### config.mk
export PLATFORM = sky130hd
export DESIGN_NAME = sac_top
export DESIGN_NICKNAME = d
export VERILOG_FILES = /design/src/core/sac_pkg.sv /design/src/core/sac_div_if.sv /design/src/core/sac_clk_div.sv /design/src/core/sac_result_fmt.sv /design/src/core/sac_top.sv
export SDC_FILE = /design/constraint.sdc
export NUM_CORES = 1
export LEC_CHECK = 0
export ABC_CLOCK_PERIOD_IN_PS = 4300
export BUFFER_PORTS_ARGS = -buffer_cell sky130_fd_sc_hd__buf_2
export CAP_MARGIN = 0
export CORE_MARGIN = 1
export CORE_UTILIZATION = 35
export DETAILED_ROUTE_END_ITERATION = 7
export SLEW_MARGIN = 20
export SYNTH_ARGS = -nofsm -noshare
export SYNTH_HDL_FRONTEND = slang
export SYNTH_SLANG_ARGS = --single-unit
### constraint.sdc
create_clock -name i_ref_clk -period 4.3 [get_ports i_ref_clk]
set_clock_uncertainty 0.05 [all_clocks]
set_input_delay 0 -clock i_ref_clk [delete_from_list [all_inputs] [get_ports i_ref_clk]]
set_output_delay 0 -clock i_ref_clk [all_outputs]
set_load 0.01 [all_outputs]
### src/core/sac_pkg.sv
// Purpose: shared constants and types for the converter sequencer
// Assumes: 8-bit register port, 100 MHz system clock
// Notes: byte offsets are the register port addresses
package sac_pkg;
  localparam int ADDR_W = 8;
  localparam int DATA_W = 8;
  localparam int RES_W = 12;
  localparam int NUM_CHAN = 4;
  // register offsets
  localparam logic [7:0] OFS_CONFIG = 8'ha9;
  localparam logic [7:0] OFS_CONTROL = 8'hce;
  localparam logic [7:0] OFS_CHAN_EN = 8'hc0;
  localparam logic [7:0] OFS_IRQ_STATUS = 8'hc1;
  localparam logic [7:0] OFS_IRQ_MASK = 8'hc2;
  localparam logic [7:0] OFS_RESULT_BASE = 8'hc4;
  // reset values
  localparam logic [7:0] RST_CONFIG = 8'h00;
  localparam logic [7:0] RST_CONTROL = 8'h00;
  localparam logic [3:0] RST_CHAN_EN = 4'h0;
  localparam logic [0:0] RST_IRQ_MASK = 1'h0;
  // converter_config fields
  localparam int CFG_POWER_ON = 7;
  localparam int CFG_IRQ_EN = 5;
  localparam int CFG_GO = 4;
  localparam int CFG_JUSTIFY = 3;
  localparam int CFG_DIV_HI = 1;
  localparam int CFG_DIV_LO = 0;
  // converter_control fields
  localparam int CTL_AUX_HI = 7;
  localparam int CTL_AUX_LO = 6;
  localparam int CTL_HOLD_A = 5;
  localparam int CTL_HOLD_B = 4;
  localparam int CTL_REF_SEL = 3;
  localparam int CTL_AVG_HI = 2;
  localparam int CTL_AVG_LO = 0;
  // aux source codes
  localparam logic [1:0] AUX_TEMP = 2'h2;
  localparam logic [1:0] AUX_CORE = 2'h3;
  // conversion timing in converter clocks
  localparam logic [4:0] CONV_LAST = 5'h1f;
  localparam logic [4:0] SAR_SEED = 5'h12;
  localparam logic [11:0] SAR_MSB = 12'h800;
  localparam logic [3:0] BIT_TOP = 4'hb;
  typedef enum logic [3:0] {
    ST_IDLE = 4'b0001,
    ST_HOLD = 4'b0010,
    ST_CONV = 4'b0100,
    ST_DONE = 4'b1000
  } sac_state_t;
endpackage : sac_pkg

### src/core/sac_div_if.sv
// Purpose: link between sequencer and converter clock divider
// Assumes: single system clock
// Notes: tick is a one-cycle pulse per converter clock period
`timescale 1ns/10ps
interface sac_div_if;
  logic [1:0] div_sel;
  logic run;
  logic tick;
  modport gen (input div_sel, input run, output tick);
  modport user (output div_sel, output run, input tick);
endinterface : sac_div_if

### src/core/sac_clk_div.sv
// Purpose: converter clock enable from the system clock
// Assumes: div_sel stable while run is high
// Notes: counter restarts whenever run drops, so ticks align to a sequence
`timescale 1ns/10ps
module sac_clk_div
  import sac_pkg::*;
(
  input wire logic i_ref_clk,
  input wire logic i_rstn,
  sac_div_if.gen div
);
  logic [3:0] cnt;
  wire logic [3:0] period_last = 4'((5'h2 << div.div_sel) - 5'h1);
  wire logic wrap = (cnt == period_last);

  assign div.tick = div.run && wrap;

  always_ff @(posedge i_ref_clk)
  begin
    if (!i_rstn || !div.run || wrap)
      cnt <= 4'h0;
    else
      cnt <= cnt + 4'h1;
  end
endmodule : sac_clk_div

### src/core/sac_result_fmt.sv
// Purpose: splits a 12-bit result into high and low bytes
// Assumes: justify level from converter_config
// Notes: purely combinational, read path registers it
`timescale 1ns/10ps
module sac_result_fmt
  import sac_pkg::*;
(
  input wire logic [RES_W-1:0] i_result,
  input wire logic i_justify_msb,
  output logic [7:0] o_high_byte,
  output logic [7:0] o_low_byte
);
  assign o_high_byte = i_justify_msb ? i_result[11:4] : {4'h0, i_result[11:8]};
  assign o_low_byte = i_justify_msb ? {i_result[3:0], 4'h0} : i_result[7:0];
endmodule : sac_result_fmt

### src/core/sac_top.sv
// Purpose: control and sequencing of a 12-bit successive approximation converter
// Assumes: register port on the system clock, comparator output asynchronous
// Notes: analog parts (dac, comparator, track/hold, mux) sit outside
// Operation
// - each conversion takes 32 converter clocks, 12 bits
// - four channels, separate enables and result registers
// - trigger holds track/hold, then converts channels in turn
// - completion interrupt after last channel when enabled
// - power bit on activates, off powers down
// - writing go starts; cleared when sequence done
// - software go ignored during hardware sequence
// - msb justify: high 11..4, low 3..0 then 0000
// - lsb justify: high 0000 then 11..8, low 7..0
// - prescaler divides system clock by 2,4,8,16
// - aux source: pin, pin, temperature, core supply
// - internal aux source disconnects external pin
// - channel A hold enable 0 bypasses track/hold
// - hold enable 1: follow input, hold at start
// - reference select: main supply 0, core 1
`timescale 1ns/10ps
module sac_top
  import sac_pkg::*;
(
  input wire logic i_ref_clk,
  input wire logic i_rstn,
  input wire logic [ADDR_W-1:0] i_addr,
  input wire logic [DATA_W-1:0] i_wdata,
  input wire logic i_wr,
  input wire logic i_rd,
  output logic [DATA_W-1:0] o_rdata,
  input wire logic i_hw_trig,
  input wire logic i_cmp_high,
  output logic o_irq,
  output logic o_power_on,
  output logic o_sample,
  output logic [NUM_CHAN-1:0] o_chan_sel,
  output logic [RES_W-1:0] o_dac_code,
  output logic o_hold_a,
  output logic o_hold_b,
  output logic o_bypass_a,
  output logic o_bypass_b,
  output logic o_ref_core,
  output logic o_aux_pin_connect,
  output logic o_aux_temp,
  output logic o_aux_core
);
  sac_state_t state;
  logic [7:0] cfg;
  logic [7:0] ctl;
  logic [NUM_CHAN-1:0] chan_en;
  logic irq_status;
  logic irq_mask;
  logic go;
  logic hw_run;
  logic [1:0] chan;
  logic [4:0] tick_cnt;
  logic [3:0] bit_ptr;
  logic [RES_W-1:0] code;
  logic [RES_W-1:0] result [NUM_CHAN];
  logic cmp_meta;
  logic cmp_sync;

  sac_div_if div ();

  sac_clk_div u_div (
    .i_ref_clk(i_ref_clk),
    .i_rstn(i_rstn),
    .div(div.gen)
  );

  function automatic logic [2:0] next_chan(input logic [3:0] en, input logic [1:0] cur,
                                           input logic first);
    logic [2:0] r;
    r = 3'h4;
    for (int i = NUM_CHAN - 1; i >= 0; i--)
      if (en[i] && (first || i > int'(cur)))
        r = {1'b0, 2'(i)};
    return r;
  endfunction : next_chan

  // register decode
  wire logic wr_cfg = i_wr && (i_addr == OFS_CONFIG);
  wire logic wr_ctl = i_wr && (i_addr == OFS_CONTROL);
  wire logic wr_en = i_wr && (i_addr == OFS_CHAN_EN);
  wire logic wr_mask = i_wr && (i_addr == OFS_IRQ_MASK);
  wire logic rd_status = i_rd && (i_addr == OFS_IRQ_STATUS);
  // results sit in pairs from the base, high byte at the even address
  wire logic rd_result = (i_addr >= OFS_RESULT_BASE) && (i_addr <= OFS_RESULT_BASE + 8'h07);
  wire logic [1:0] rd_chan = 2'((i_addr - OFS_RESULT_BASE) >> 1);

  wire logic power_on = cfg[CFG_POWER_ON];
  wire logic idle = (state == ST_IDLE);
  wire logic busy = !idle;
  wire logic any_en = |chan_en;
  wire logic start_ok = power_on && idle && any_en;
  wire logic hw_start = i_hw_trig && start_ok;
  // hardware wins a tie, and a busy sequencer ignores both
  wire logic sw_start = wr_cfg && i_wdata[CFG_GO] && start_ok && !i_hw_trig;
  wire logic seq_done = (state == ST_DONE);
  wire logic done_evt = seq_done && cfg[CFG_IRQ_EN];
  wire logic conv_tick = (state == ST_CONV) && div.tick;
  wire logic last_tick = conv_tick && (tick_cnt == CONV_LAST);
  wire logic [2:0] first_ch = next_chan(chan_en, 2'h0, 1'b1);
  wire logic [2:0] after_ch = next_chan(chan_en, chan, 1'b0);

  assign div.div_sel = cfg[CFG_DIV_HI:CFG_DIV_LO];
  assign div.run = busy && power_on;

  // comparator comes from the analog side, so it is synchronised first
  always_ff @(posedge i_ref_clk)
  begin
    cmp_meta <= i_cmp_high;
    cmp_sync <= cmp_meta;
  end

  // configuration registers; go is owned by the sequencer
  always_ff @(posedge i_ref_clk)
  begin
    if (!i_rstn)
    begin
      cfg <= RST_CONFIG;
      ctl <= RST_CONTROL;
      chan_en <= RST_CHAN_EN;
      irq_mask <= RST_IRQ_MASK[0];
    end
    else
    begin
      if (wr_cfg)
        cfg <= i_wdata & 8'hab;
      if (wr_ctl)
        ctl <= i_wdata;
      if (wr_en)
        chan_en <= i_wdata[NUM_CHAN-1:0];
      if (wr_mask)
        irq_mask <= i_wdata[0];
    end
  end

  // sticky completion flag: a read clears it, a new event wins the tie
  always_ff @(posedge i_ref_clk)
  begin
    if (!i_rstn)
      irq_status <= 1'b0;
    else
      irq_status <= done_evt || (irq_status && !rd_status);
  end

  assign o_irq = irq_status && irq_mask;

  // go bit and the source of the running sequence
  always_ff @(posedge i_ref_clk)
  begin
    if (!i_rstn || !power_on || seq_done)
    begin
      go <= 1'b0;
      hw_run <= 1'b0;
    end
    else if (hw_start || sw_start)
    begin
      go <= 1'b1;
      hw_run <= hw_start;
    end
  end

  // sequencer
  always_ff @(posedge i_ref_clk)
  begin
    if (!i_rstn || !power_on)
    begin
      state <= ST_IDLE;
      chan <= 2'h0;
      tick_cnt <= 5'h0;
    end
    else
      case (state)
        ST_IDLE:
          if (hw_start || sw_start)
            state <= ST_HOLD;
        ST_HOLD:
          if (div.tick)
          begin
            tick_cnt <= 5'h0;
            chan <= first_ch[1:0];
            state <= first_ch[2] ? ST_DONE : ST_CONV;
          end
        ST_CONV:
          if (last_tick)
          begin
            tick_cnt <= 5'h0;
            chan <= after_ch[1:0];
            state <= after_ch[2] ? ST_DONE : ST_CONV;
          end
          else if (conv_tick)
            tick_cnt <= tick_cnt + 5'h1;
        ST_DONE:
          state <= ST_IDLE;
        default:
          state <= ST_IDLE;
      endcase
  end

  // binary search: seed the msb, then keep or drop one bit per converter clock
  always_ff @(posedge i_ref_clk)
  begin
    if (!i_rstn)
    begin
      code <= 12'h0;
      bit_ptr <= 4'h0;
    end
    else if (conv_tick && tick_cnt == SAR_SEED)
    begin
      code <= SAR_MSB;
      bit_ptr <= BIT_TOP;
    end
    else if (conv_tick && tick_cnt > SAR_SEED && tick_cnt < CONV_LAST)
    begin
      code[bit_ptr] <= cmp_sync;
      if (bit_ptr != 4'h0)
        code[bit_ptr - 4'h1] <= 1'b1;
      bit_ptr <= bit_ptr - 4'h1;
    end
  end

  always_ff @(posedge i_ref_clk)
  begin
    if (!i_rstn)
      for (int i = 0; i < NUM_CHAN; i++)
        result[i] <= 12'h0;
    else if (last_tick)
      result[chan] <= code;
  end

  // read path, data valid only in the cycle after the strobe
  logic [7:0] fmt_high;
  logic [7:0] fmt_low;

  sac_result_fmt u_fmt (
    .i_result(result[rd_chan]),
    .i_justify_msb(cfg[CFG_JUSTIFY]),
    .o_high_byte(fmt_high),
    .o_low_byte(fmt_low)
  );

  wire logic [7:0] cfg_view = {cfg[7:5], go, cfg[3:0]};
  wire logic [7:0] result_view = i_addr[0] ? fmt_low : fmt_high;
  wire logic [7:0] rd_mux =
    (i_addr == OFS_CONFIG) ? cfg_view :
    (i_addr == OFS_CONTROL) ? ctl :
    (i_addr == OFS_CHAN_EN) ? {4'h0, chan_en} :
    (i_addr == OFS_IRQ_STATUS) ? {7'h0, irq_status} :
    (i_addr == OFS_IRQ_MASK) ? {7'h0, irq_mask} :
    rd_result ? result_view : 8'h00;

  always_ff @(posedge i_ref_clk)
  begin
    if (!i_rstn || !i_rd)
      o_rdata <= 8'h00;
    else
      o_rdata <= rd_mux;
  end

  always_ff @(posedge i_ref_clk)
  begin
    if (!i_rstn)
      o_dac_code <= 12'h0;
    else
      o_dac_code <= code;
  end

  // analog steering
  wire logic holding = (state == ST_HOLD) || (state == ST_CONV);
  assign o_power_on = power_on;
  assign o_sample = (state == ST_CONV) && (tick_cnt <= SAR_SEED);
  assign o_chan_sel = (state == ST_CONV) ? 4'(4'h1 << chan) : 4'h0;
  assign o_bypass_a = !ctl[CTL_HOLD_A];
  assign o_bypass_b = !ctl[CTL_HOLD_B];
  assign o_hold_a = ctl[CTL_HOLD_A] && holding;
  assign o_hold_b = ctl[CTL_HOLD_B] && holding;
  assign o_ref_core = ctl[CTL_REF_SEL];
  assign o_aux_pin_connect = !ctl[CTL_AUX_HI];
  assign o_aux_temp = ctl[CTL_AUX_HI:CTL_AUX_LO] == AUX_TEMP;
  assign o_aux_core = ctl[CTL_AUX_HI:CTL_AUX_LO] == AUX_CORE;
endmodule : sac_top

==> results.md <==
- Status: completed
- Placed cell areas: 0.00620 sq mm
- Overall die height: roughly 130 microns
- Largest net degree at the start of global routing: 25
- Detail Route Antenna Nets: 0
- Post-synthesis sequential area ratio: between 50% and 60%
- Fraction of registers with async set/reset: 0%
- Final WL: between 10 and 15 mm
- Most frequent cells in the layout: dfxtp_1, and2_1, buf_2
- Rows: 46
- Final setup margin: ~1600 ps
- Max stage delay on crit path: slightly above 700 ps
- CTS Sinks: 121
- Max FO, Critical Path: 20
- Antenna cell count: 0
- Worst setup SP type: flop
- Yosys warnings: 0
- DR WL/cell: approximately 16 microns
- CP Buf/Inv Count: 0
- Max Clk Rate: between 300 and 400 MHz
- Final period util: about 63%
- Cts repair resizes: 0
- Share of layout cells above drive strength 1: between 15 and 20%
- Ports: 57
- Drt first-iter violations: around 470
- CP required: roughly 4500 ps
- Commonest register cell after synthesis: dfxtp_1
- Dpl ws: 1320 ps
- H-tree Lvls: 4
- WP data arrival: between 2000 and 3000 ps
- Grt total ovfl: 0
- Initial Util: a little over a third
- Die area: 0.0168 sq mm
- Vias per Instance: roughly 5.3
- Peak VDD IR: ~0.28 mV
- CTS tree: built
- Number of synthesized flops with an enable pin: 48
- Slowest stage cell, crit path: a211oi_4
- FILL cells: between 1500 and 2000
- Worst setup EP type: flop
- Post-route cell area: about 0.007 sq mm
- Worst Hold Class: input port to flop
- First-pass GRT wire length: about 23 mm
- Via count: around 4600
- Clk_lat worst skew: between 400 and 500 ps
- RSZ-0062 raised after global routing: false
- IO buf count: 56
- Lkg Pwr: about 2.5 nW
- Post-synthesis net count: around 600
- Clock-pin slew on the worst setup and hold paths: roughly 60 ps
- DRC Markers: 0
- TritonRoute pass-1 iters: 6
- Min Tclk post-route: between 2000 and 3000 ps
- #FFs+latches synth: 121
- Power density cells: roughly 400 mW/mm^2
- Top Family by Delay on Critical Path: compound AO/OA/AOI/OAI gates
- Number of global-route vias before repair: around 4300
- Final setup TNS: 0 ps
- Global router's overall resource usage: around 18%
- Hpwl dp: around 9.9 mm
- Area growth from synthesis to layout: 22.5%
- Root buffer cell: clkbuf_16
- Max cap viols: 0
- Crit Path Category: flop to flop
- Post-Syn Area: between 0.005 and 0.006 sq mm
- Post-synthesis cell type count: 64
- Die W: approximately 130 microns
- Crit-path cells: nor4b_4 -> o2111ai_2 -> a211oi_4 -> a41oi_1 -> a31oi_1 -> a21oi_1
- Gpl congestion: about 0.88
- Placed cells: ~800
- Core ar.: 0.0159 sq mm
- Actual slew at the worst max-slew pin: 986 ps
- Initial antenna violation count: 0
- Post-Layout Cell Count: roughly 860
- Fin Hold WS: about 32 ps
- Syn_area_per_cell: 10.1 sq um
- Final setup vio count: 0
- Fin. Hold Viols: 0
- Synth Instances: about 560
- Slew Limit Fails: 0
- Clock buffer count from CTS: 17
- Commonest non-fill, non-tap cell in the layout: dfxtp_1
- Final Net Count: between 600 and 700
- Max_slew headroom: roughly 34%
- Max clock buf depth: 2
kinds of logic after synthesis:
group | count (synthesis) | share of synthesized area (%)
and+or+nand+nor | 247 | 23.4
DFF | 121 | 50.8
AOI/OAI and AO/OA | 112 | 12.7
buffers and inverters | 44 | 3.15
muxes | 23 | 6.74
adders and majority gates | 9 | 1.97
xor gates and xnor gates | 8 | 1.23
worst paths after layout:
| path | startpoint | to | slack (ps) | depth (start not counted) |
|---|---|---|---|---|
| worst min register to register | cmp_meta | cmp_sync | 280 | 0 |
| worst max-delay path | state[0] | code[6] | 1580 | 6 |
| worst min-delay path | i_rstn | o_dac_code[8] | 30 | 2 |
| worst max register to register | state[0] | code[6] | 1580 | 6 |
report_power, final:
part	internal, mW	switching, mW	total [mW]
combinational	0.0434	0.0564	0.0998
clock	1.00	0.518	1.52
sequential	1.21	0.00777	1.22
area by class of cell:
class	count	area [sq um]	area share, %
Inverter	16	60.1	0.858
Timing Repair Buffer	77	475	6.79
Tap cell	216	270	3.86
Clock inverter	8	101	1.45
Multi-Input combinational cell	399	2650	37.8
Sequential cell	121	2900	41.5
Clock buffer	24	546	7.79
sequential cells by signal, indices dropped and copies added, names as in the netlist:
register    cells
irq_status      1
chan_en         4
tick_cnt        5
cfg             5
u_div.cnt       4
go              1
ctl             8
state           4
cmp_meta        1
bit_ptr         4
cmp_sync        1
irq_mask        1
result         48
o_dac_code     12
code           12
chan            2
o_rdata         8
cells in the mapped netlist, drive strengths merged, types with 4 or more instances:
cell | n | share of area (%)
dfxtp | 73 | 26
and2 | 63 | 6.9
nand2 | 55 | 3.6
edfxtp | 48 | 25
a21oi | 44 | 3.9
nor2 | 37 | 2.4
nand3 | 30 | 2.7
nor3 | 23 | 2.3
o21ai | 21 | 1.8
clkbuf | 17 | 1.1
inv | 16 | 1.1
mux4 | 12 | 4.7
buf | 11 | 0.99
ha | 9 | 2.0
a211oi | 7 | 1.0
a221oi | 7 | 1.2
mux2i | 7 | 1.2
nor4 | 7 | 0.88
a31oi | 6 | 0.66
nor2b | 6 | 0.66
o22ai | 5 | 0.55
mux2 | 4 | 0.79
nand2b | 4 | 0.44
xnor2 | 4 | 0.61
xor2 | 4 | 0.61
what timing repair did:
item	CTS	global route
hold endpoints to repair	23	0
setup buffers	0	0
hold buffers	15	0
endpoints found under the setup margin	0	0
per-stage QoR:
step                      utilization [%]  total power [mW]
after global placement               39.0              1.34
after detailed placement             39.0              1.34
after CTS                            44.0              2.87
after global routing                 44.1              2.93
after floorplan                         -              1.30
final                                44.1              2.84
per-layer routing:
layer / vias to the layer above / part of all wire [%] / GRT usage [%] / wire length, microns
met1: 2221 / 45 / 22.5 / 6330
met4: 0 / 1.3 / 6.70 / 182
met2: 149 / 49 / 29.8 / 7000
li1: 2191 / - / - / -
met5: - / 0 / 0 / 0
met3: 13 / 4.9 / 4.10 / 689
Note: power is estimated with default switching activity, not from simulation.
